[src/include/swie_map.vh]
// Purpose: constants for the sleep wake-up and interrupt entry block
// Assumes: one state of the system clock equals one i_sys_clk cycle
// Notes:   addresses are 24 bits, bus data is 16 bits
`ifndef SWIE_MAP_VH
`define SWIE_MAP_VH

// Bus and field widths
`define SWIE_AW          24
`define SWIE_DW          16
`define SWIE_FLG_W       8

// Wake delay: time in states and the matching cycle count (1 state = 1 clk)
`define SWIE_WAKE_STATES 6
`define SWIE_WAKE_CYC    (`SWIE_WAKE_STATES * 1)
`define SWIE_CNT_W       3

// Stack offsets below SP for the two saved words
`define SWIE_SP_PC_OFS   24'h000002
`define SWIE_SP_FLG_OFS  24'h000004
// Second vector word sits one word above the first
`define SWIE_VEC_LO_OFS  24'h000002

// Reset values
`define SWIE_ADDR_RST    24'h000000
`define SWIE_DATA_RST    16'h0000

`endif

[src/hw/swie_entry.v]
// Purpose: sleep exit and interrupt entry sequencing for the CPU
// Assumes: CPU flags fetch/execute/commit of the sleep op; bus acks 1 cycle
// Notes:   entry pushes PC then flags, then reads a two-word vector
`timescale 1ns/100ps
`include "swie_map.vh"

module swie_entry (
   input  wire                     i_sys_clk,
   input  wire                     i_sys_rst,
   input  wire                     i_ce,
   input  wire                     i_irq,
   input  wire                     i_prev_done,
   input  wire                     i_slp_fetch,
   input  wire                     i_slp_exec,
   input  wire                     i_slp_commit,
   input  wire [`SWIE_AW-1:0]      i_slp_pc,
   input  wire [`SWIE_AW-1:0]      i_next_pc,
   input  wire [`SWIE_AW-1:0]      i_sp,
   input  wire [`SWIE_FLG_W-1:0]   i_condition_flags_register,
   input  wire [`SWIE_AW-1:0]      i_vec_addr,
   input  wire                     i_bus_ack,
   input  wire [`SWIE_DW-1:0]      i_bus_rdata,
   output wire                     o_sleeping,
   output wire                     o_slp_abort,
   output wire                     o_bus_req,
   output wire                     o_bus_we,
   output reg  [`SWIE_AW-1:0]      o_bus_addr,
   output reg  [`SWIE_DW-1:0]      o_bus_wdata,
   output reg  [`SWIE_AW-1:0]      o_ret_pc,
   output reg  [`SWIE_AW-1:0]      o_handler_pc,
   output reg                      o_handler_valid
);

   // One-hot states
   localparam [8:0] ST_IDLE  = 9'h001;
   localparam [8:0] ST_PEND  = 9'h002;
   localparam [8:0] ST_SLEEP = 9'h004;
   localparam [8:0] ST_WAKE  = 9'h008;
   localparam [8:0] ST_PC    = 9'h010;
   localparam [8:0] ST_FLG   = 9'h020;
   localparam [8:0] ST_VHI   = 9'h040;
   localparam [8:0] ST_VLO   = 9'h080;
   localparam [8:0] ST_GO    = 9'h100;

   // Address below a base, used for both stack slots
   function [`SWIE_AW-1:0] sub_ofs;
      input [`SWIE_AW-1:0] base;
      input [`SWIE_AW-1:0] ofs;
      begin
         sub_ofs = base - ofs;
      end
   endfunction

   reg  [8:0]               state_reg;
   reg  [8:0]               state_next;
   reg                      irq_fall_reg;
   reg                      irq_sync_reg;
   reg  [`SWIE_AW-1:0]      ret_next;
   reg  [`SWIE_AW-1:0]      sp_reg;
   reg  [`SWIE_AW-1:0]      sp_next;
   reg  [`SWIE_FLG_W-1:0]   flg_reg;
   reg  [`SWIE_FLG_W-1:0]   flg_next;
   reg  [`SWIE_AW-1:0]      addr_next;
   reg  [`SWIE_DW-1:0]      wdata_next;
   reg  [`SWIE_AW-1:0]      hpc_next;
   reg                      hvalid_next;
   reg                      wake_start;
   wire                     wake_done;

   // fall sample
   // First stage takes the pin on the falling edge, the second re-times it
   always @(negedge i_sys_clk) begin
      if (i_sys_rst) begin
         irq_fall_reg <= 1'b0;
      end else if (i_ce) begin
         irq_fall_reg <= i_irq;
      end
   end

   // Second stage; only this one is read by logic
   always @(posedge i_sys_clk) begin
      if (i_sys_rst) begin
         irq_sync_reg <= 1'b0;
      end else if (i_ce) begin
         irq_sync_reg <= irq_fall_reg;
      end
   end

   swie_delay u_wake (
      .i_sys_clk (i_sys_clk),
      .i_sys_rst (i_sys_rst),
      .i_ce      (i_ce),
      .i_start   (wake_start),
      .o_done    (wake_done)
   );

   // Status and bus handshake, decoded straight from the state
   assign o_sleeping  = state_reg[2] | state_reg[3];
   assign o_slp_abort = state_reg[1];
   assign o_bus_req   = state_reg[4] | state_reg[5] | state_reg[6]
                        | state_reg[7];
   assign o_bus_we    = state_reg[4] | state_reg[5];

   // Next-state and datapath decode
   always @* begin
      state_next  = state_reg;
      ret_next    = o_ret_pc;
      sp_next     = sp_reg;
      flg_next    = flg_reg;
      addr_next   = o_bus_addr;
      wdata_next  = o_bus_wdata;
      hpc_next    = o_handler_pc;
      hvalid_next = 1'b0;
      wake_start  = 1'b0;
      case (state_reg)
         ST_IDLE: begin
            // commit point
            // Request seen before commit wins; commit alone means sleep
            if (irq_sync_reg && i_slp_exec) begin
               // no sleep
               // Entry straight from execution, resume after the sleep op
               ret_next   = i_next_pc;
               sp_next    = i_sp;
               flg_next   = i_condition_flags_register;
               state_next = ST_PC;
            end else if (irq_sync_reg && i_slp_fetch) begin
               // fetch case
               // Sleep op is dropped and re-run after the handler
               ret_next = i_slp_pc;
               if (i_prev_done) begin
                  sp_next    = i_sp;
                  flg_next   = i_condition_flags_register;
                  state_next = ST_PC;
               end else begin
                  state_next = ST_PEND;
               end
            end else if (i_slp_commit) begin
               ret_next   = i_next_pc;
               state_next = ST_SLEEP;
            end else if (irq_sync_reg && i_prev_done) begin
               // Ordinary boundary entry outside the sleep sequence
               ret_next   = i_next_pc;
               sp_next    = i_sp;
               flg_next   = i_condition_flags_register;
               state_next = ST_PC;
            end
         end
         ST_PEND: begin
            // wait prior op
            // Return address stays the sleep op while the prior op ends
            if (i_prev_done) begin
               sp_next    = i_sp;
               flg_next   = i_condition_flags_register;
               state_next = ST_PC;
            end
         end
         ST_SLEEP: begin
            // cancel sleep
            // Sampled request starts the delay; sleep still shows meanwhile
            if (irq_sync_reg) begin
               wake_start = 1'b1;
               state_next = ST_WAKE;
            end
         end
         ST_WAKE: begin
            if (wake_done) begin
               sp_next    = i_sp;
               flg_next   = i_condition_flags_register;
               state_next = ST_PC;
            end
         end
         ST_PC: begin
            addr_next  = sub_ofs(sp_reg, `SWIE_SP_PC_OFS);
            wdata_next = o_ret_pc[`SWIE_DW-1:0];
            if (i_bus_ack) begin
               state_next = ST_FLG;
            end
         end
         ST_FLG: begin
            // push flags
            // Flags share the word with the PC top byte
            addr_next  = sub_ofs(sp_reg, `SWIE_SP_FLG_OFS);
            wdata_next = {flg_reg, o_ret_pc[`SWIE_AW-1:`SWIE_DW]};
            if (i_bus_ack) begin
               state_next = ST_VHI;
            end
         end
         ST_VHI: begin
            addr_next = i_vec_addr;
            if (i_bus_ack) begin
               hpc_next[`SWIE_AW-1:`SWIE_DW] =
                  i_bus_rdata[`SWIE_AW-`SWIE_DW-1:0];
               state_next = ST_VLO;
            end
         end
         ST_VLO: begin
            addr_next = i_vec_addr + `SWIE_VEC_LO_OFS;
            if (i_bus_ack) begin
               hpc_next[`SWIE_DW-1:0] = i_bus_rdata;
               state_next = ST_GO;
            end
         end
         ST_GO: begin
            // Handler address handed to the fetch unit for one cycle
            hvalid_next = 1'b1;
            state_next  = ST_IDLE;
         end
         default: begin
            state_next = ST_IDLE;
         end
      endcase
   end

   // State and datapath registers; all frozen while i_ce is low
   always @(posedge i_sys_clk) begin
      if (i_sys_rst) begin
         state_reg       <= ST_IDLE;
         o_ret_pc        <= `SWIE_ADDR_RST;
         sp_reg          <= `SWIE_ADDR_RST;
         flg_reg         <= {`SWIE_FLG_W{1'b0}};
         o_bus_addr      <= `SWIE_ADDR_RST;
         o_bus_wdata     <= `SWIE_DATA_RST;
         o_handler_pc    <= `SWIE_ADDR_RST;
         o_handler_valid <= 1'b0;
      end else if (i_ce) begin
         state_reg       <= state_next;
         o_ret_pc        <= ret_next;
         sp_reg          <= sp_next;
         flg_reg         <= flg_next;
         o_bus_addr      <= addr_next;
         o_bus_wdata     <= wdata_next;
         o_handler_pc    <= hpc_next;
         o_handler_valid <= hvalid_next;
      end
   end

endmodule // swie_entry

[src/hw/swie_delay.v]
// Purpose: counts the fixed wake delay after a sampled request
// Assumes: i_start is a one-cycle pulse from the same clock
// Notes:   a new start while running restarts the count
`timescale 1ns/100ps
`include "swie_map.vh"

module swie_delay (
   input  wire i_sys_clk,
   input  wire i_sys_rst,
   input  wire i_ce,
   input  wire i_start,
   output wire o_done
);

   // Count is narrowed on purpose; six fits in the counter width
   localparam integer           LOAD_INT = `SWIE_WAKE_CYC;
   localparam [`SWIE_CNT_W-1:0] LOAD_VAL = LOAD_INT[`SWIE_CNT_W-1:0];

   reg  [`SWIE_CNT_W-1:0] cnt_reg;
   reg  [`SWIE_CNT_W-1:0] cnt_next;

   // Done in the cycle the count reaches one, i.e. N cycles after start
   assign o_done = (cnt_reg == {{(`SWIE_CNT_W-1){1'b0}}, 1'b1});

   // Reload on start, else count down to zero and hold
   always @* begin
      cnt_next = cnt_reg;
      if (i_start) begin
         cnt_next = LOAD_VAL;
      end else if (cnt_reg != {`SWIE_CNT_W{1'b0}}) begin
         cnt_next = cnt_reg - {{(`SWIE_CNT_W-1){1'b0}}, 1'b1};
      end
   end

   // Counter flop
   always @(posedge i_sys_clk) begin
      if (i_sys_rst) begin
         cnt_reg <= {`SWIE_CNT_W{1'b0}};
      end else if (i_ce) begin
         cnt_reg <= cnt_next;
      end
   end

endmodule // swie_delay

[config.mk]
export PLATFORM = sky130hd
export DESIGN_NAME = swie_entry
export DESIGN_NICKNAME = d
export VERILOG_FILES = /design/src/hw/swie_entry.v /design/src/hw/swie_delay.v
export VERILOG_INCLUDE_DIRS = /design/src /design/src/include
export SDC_FILE = /design/constraint.sdc
export NUM_CORES = 1
export LEC_CHECK = 0
export ABC_AREA = 0
export BUFFER_PORTS_ARGS = -buffer_cell sky130_fd_sc_hd__clkbuf_2
export CORE_MARGIN = 2
export CORE_UTILIZATION = 26
export CTS_BUF_LIST = sky130_fd_sc_hd__clkbuf_2
export DETAILED_ROUTE_END_ITERATION = 16
export PLACE_DENSITY_LB_ADDON = 0.2
export REMOVE_ABC_BUFFERS = 1
export SLEW_MARGIN = 20
export SYNTH_ARGS = -nofsm -noshare
export SYNTH_HDL_FRONTEND = slang
export SYNTH_SLANG_ARGS = --single-unit
[constraint.sdc]
create_clock -name i_sys_clk -period 2.6 [get_ports i_sys_clk]
set_clock_uncertainty 0.15 [all_clocks]
set_input_delay 0.13 -clock i_sys_clk [delete_from_list [all_inputs] [get_ports i_sys_clk]]
set_output_delay 0.13 -clock i_sys_clk [all_outputs]
set_load 0.02 [all_outputs]
**Word level (Yosys, flattened, before mapping)**

Cells that the tools add are included.

- Add/sub/neg operators: 4
- Equal/unequal tests: 20
- Mux-type cells: 38
- Bitwise gates (word level): 4
- Reduce and logical (&&, ||, !) cells: 17

Operators by type and width:

| operator | number |
|---|---|
| $mux 24 | 10 |
| $mux 9 | 11 |
| $pmux 24 s4 | 1 |
| $pmux 24 s3 | 1 |
| $pmux 9 s8 | 1 |
| $mux 8 | 6 |
| $pmux 16 s2 | 1 |
| $add 24x2->24 const B | 1 |
| $pmux 8 s3 | 1 |
| $sub 24x2->24 const B | 1 |
| $sub 24x3->24 const B | 1 |
| $ne 2x2->1 const B | 6 |
| $eq 9x1->1 const B | 1 |
| $eq 9x2->1 const B | 1 |
| $eq 9x3->1 const B | 1 |
| $eq 9x4->1 const B | 1 |
| $eq 9x5->1 const B | 1 |
| $eq 9x6->1 const B | 1 |
| $eq 9x7->1 const B | 1 |
| $eq 9x8->1 const B | 1 |
| $eq 9x9->1 const B | 1 |
| $reduce_and 3->1 | 3 |
| $reduce_and 9->1 | 1 |
| $ne 4x4->1 const B | 2 |
| other kinds (14) | 27 |

- Register bits: 135
- Input port bits: 129
- Output and inout port bits: 93
- Word-level logic and storage cells: 95

**Logic depth before layout (Yosys ltp)**

- Depth after elaboration: 6
- Gate-level depth with buffers: 10
- Gate-level depth less buffers: 8

**Cells and area by module**

Synthesis repeated with hierarchy kept, for this count alone.

- Cell total of the unflattened synthesis: 889
- Area, all modules: 7,444.6 sq um

Modules (own cells, without submodules):

| module | instances | cells an instance | area an instance (sq um) | sequential area each (sq um) |
|---|---|---|---|---|
| swie_entry | 1 | 868 | 7,241.9 | 2,642.5 |
| swie_delay | 1 | 21 | 202.7 | 60.1 |

==> results.json <==
{
  "status": "complete, no violations",
  "cts_buffer_depth": 2,
  "rsz0062_at_grt": "true",
  "die_area_um2": 29900,
  "power_switching_uw": 1570,
  "die_h_um": 173,
  "dp_hpwl_um": 20100,
  "worstSkewPairLatency_ps": 760,
  "htreeDepth": 4,
  "grt_max_degree": 136,
  "ys_ff_latch": 135,
  "combPwrFrac_pct": 23.1,
  "p_total_uw": 4660,
  "grt_pass1_vias": 8503,
  "die_w_um": 173,
  "netlist_area_um2": 7420,
  "yosysUniqueCellTypes": 65,
  "start_util_pct": 26.6,
  "pin_count": 222,
  "slew_headroom_pct": 51.9,
  "drt_iter0_drc": 405,
  "fin_cells": 1750,
  "internal_power_uw": 3100,
  "ys_async_sr_fraction_pct": 0,
  "syn2layout_area_growth_pct": 56.8,
  "drive_above_1_share_pct": 27.4,
  "power_frac_seq_pct": 47.0,
  "cts_tree": "built",
  "cp.arrival_ps": 3020,
  "vias": 8465,
  "firstDrtPassIters": 5,
  "post-route-min-period_ps": 2550,
  "powerDensity_nw_per_um2": 401,
  "drv_cap": 0,
  "path_clk_slew_ps": 250,
  "placed_cells": 1517,
  "slew_violations": 0,
  "startpoint_type": "flip-flop",
  "tns_ps": 0,
  "coreArea_um2": 27900,
  "nets": 1494,
  "netlist_instances": 923,
  "routedWlPerCell_um": 16.6,
  "clkPwrFrac_pct": 29.9,
  "std_cell_rows": 61,
  "path_max_fanout": 8,
  "crit_required_ps": 3070,
  "setup_viol": 0,
  "critPathKind": "reg2reg",
  "place.gp.congestion": 0.837,
  "grt_pass1_wl_um": 44800,
  "r2r_cells": 8,
  "numCtsBuffers": 17,
  "fmax_mhz": 392,
  "port_buffers": 221,
  "via_per_inst": 4.84,
  "avgSynthCellArea_um2": 8.04,
  "ys.flop_type": "dfxtp_1",
  "grt.overflow.total": 0,
  "ys_seq_area_share_pct": 36.4,
  "tightest_slew_ps": 722,
  "hold_path_depth": 4,
  "end_kind": "flip-flop",
  "cts.sinks": 135,
  "antenna_found_initial": 1,
  "synth_edf_count": 0,
  "wl_um": 29000,
  "vdd_drop_max_mv": 0.259,
  "ctsRootBufferMaster": "clkbuf_2",
  "switching_share_pct": 33.6,
  "synth.area.top_cells": "dfxtp_1, mux2i_1, nand2_1, nor2_1, a211oi_1",
  "cellLeakagePower_uw": 0.00520,
  "final_cell_area_um2": 11600,
  "hold_viol": 0,
  "dpl_cell_area_um2": 9200,
  "synth_warnings": 0,
  "synth_top_area_cell": "dfxtp_1",
  "hp-class": "in2reg",
  "ant_nets": 0,
  "track_usage_pct": 18.7,
  "drc": 0,
  "fin_crit_sh_pct": 98.2,
  "synth_top_area_share_pct": 36.4
}
## critical path, stage by stage, from the launching register on
cell and delay [ps]:
dfxtp_4 410, or4_4 540, or3_4 340, o31a_1 260, nand4b_1 140, buf_12 170, clkbuf_16 190, mux2i_1 190
nor2_1 50
## cell type report
type,instances,area (µm²)
clock inverter,16,160
inverter,8,30.0
clock buffer,17,85.1
tap,378,473
sequential,135,2720
timing repair buffer,489,3750
antenna,1,2.50
fill,2894,16300
multi-input combinational,706,4410
## placed cells by master (no fill, tap or decap), drive strengths merged, types with 5 or more instances in the layout
cell	instances
mux2i	65
nand2b	7
clkbuf	240
dlygate4sd3	190
a21oi	46
ha	7
o221ai	6
inv	19
buf	76
a211o	7
a31oi	5
dfxtp	135
a22oi	7
a311oi	18
nor3	26
nand4	11
xnor2	25
nor4	14
and3	10
o211ai	6
nor2	131
xor2	16
a211oi	31
nand2	136
a221oi	6
nor3b	8
or3	11
or4	8
o21ai	22
nand3	19
nor2b	6
nand3b	7
## cell usage after synthesis (6+ instances only)
cell      count
a211o_1       7
a211oi_1     31
a21oi_1      46
a221oi_1      6
a22oi_1       7
a311oi_1     18
and3_1       10
buf_2        14
clkbuf_1     48
dfxtp_1     135
ha_1          7
inv_1         9
mux2i_1      65
nand2_1     136
nand2b_1      7
nand3_1      19
nand3b_1      7
nand4_1      11
nor2_1      130
nor2b_1       6
nor3_1       25
nor3b_1       8
nor4_1       12
o211ai_1      6
o21ai_0      21
o221ai_1      6
or3_1        11
or4_1         6
xnor2_1      25
xor2_1       16
## path summary, 6_finish.rpt
| path | start | endpoint | slack (ps) |
|---|---|---|---|
| setup / recovery | state_reg[4]$_SDFFE_PP0P_ | flg_reg[1]$_SDFFE_PP0P_ | 50 |
| hold reg to reg | o_ret_pc[21]$_SDFFE_PP0P_ | o_bus_wdata[5]$_SDFFE_PP0P_ | 310 |
| hold / removal | i_sp[12] | sp_reg[12]$_SDFFE_PP0P_ | 50 |
| setup reg to reg | state_reg[4]$_SDFFE_PP0P_ | flg_reg[1]$_SDFFE_PP0P_ | 50 |
## per-stage QoR
stage / hold slack (ps) / util [%] / worst slack [ps]
finish: 48.9 / 41.6 / 46.3
global route: 8.34 / 41.6 / -50.5
CTS: 0.149 / 40.8 / 11.8
detailed placement: 210 / 32.9 / 30.4
global placement: 204 / 32.9 / 84.9
floorplan: 49.1 / - / -1090
## per-layer routing
metal | GRT usage [%] | up-vias | wire, µm
met2 | 33.3 | 265 | 14200
met5 | 0 | - | 0
met1 | 22.1 | 3982 | 12600
met3 | 4.71 | 29 | 1770
met4 | 5.30 | 0 | 454
li1 | - | 4189 | -
## logic make-up after synthesis
family | count (synthesis) | synth area share [%]
multiplexers | 65 | 8.77
adder cells (fa/ha/maj) | 7 | 1.18
flip-flops | 135 | 36.4
XOR/XNOR | 41 | 4.84
buffers and inverters | 82 | 5.65
AND/OR/NAND/NOR | 412 | 26.2
AO/OA/AOI/OAI | 181 | 16.9
## what timing repair did
action | in CTS | in global routing
resized for setup | 3 | 31
pin swaps | 0 | 2
hold buffers | 190 | 0
endpoints found under the hold margin | 134 | 0
cloned | 1 | 3
buffers inserted | 1 | 5
setup endpoints to repair | 1 | 51
## power groups by stage
stage / registers, µW / clock network, µW / logic (µW)
finish: 2190 / 1390 / 1080
global route: 2210 / 1510 / 1200
CTS: 2200 / 1440 / 1060
detailed placement: 2230 / 4.81 / 821
global placement: 2230 / 4.81 / 819
floorplan: 2270 / 4.81 / 426
Note: power is estimated with default switching activity, not from simulation.
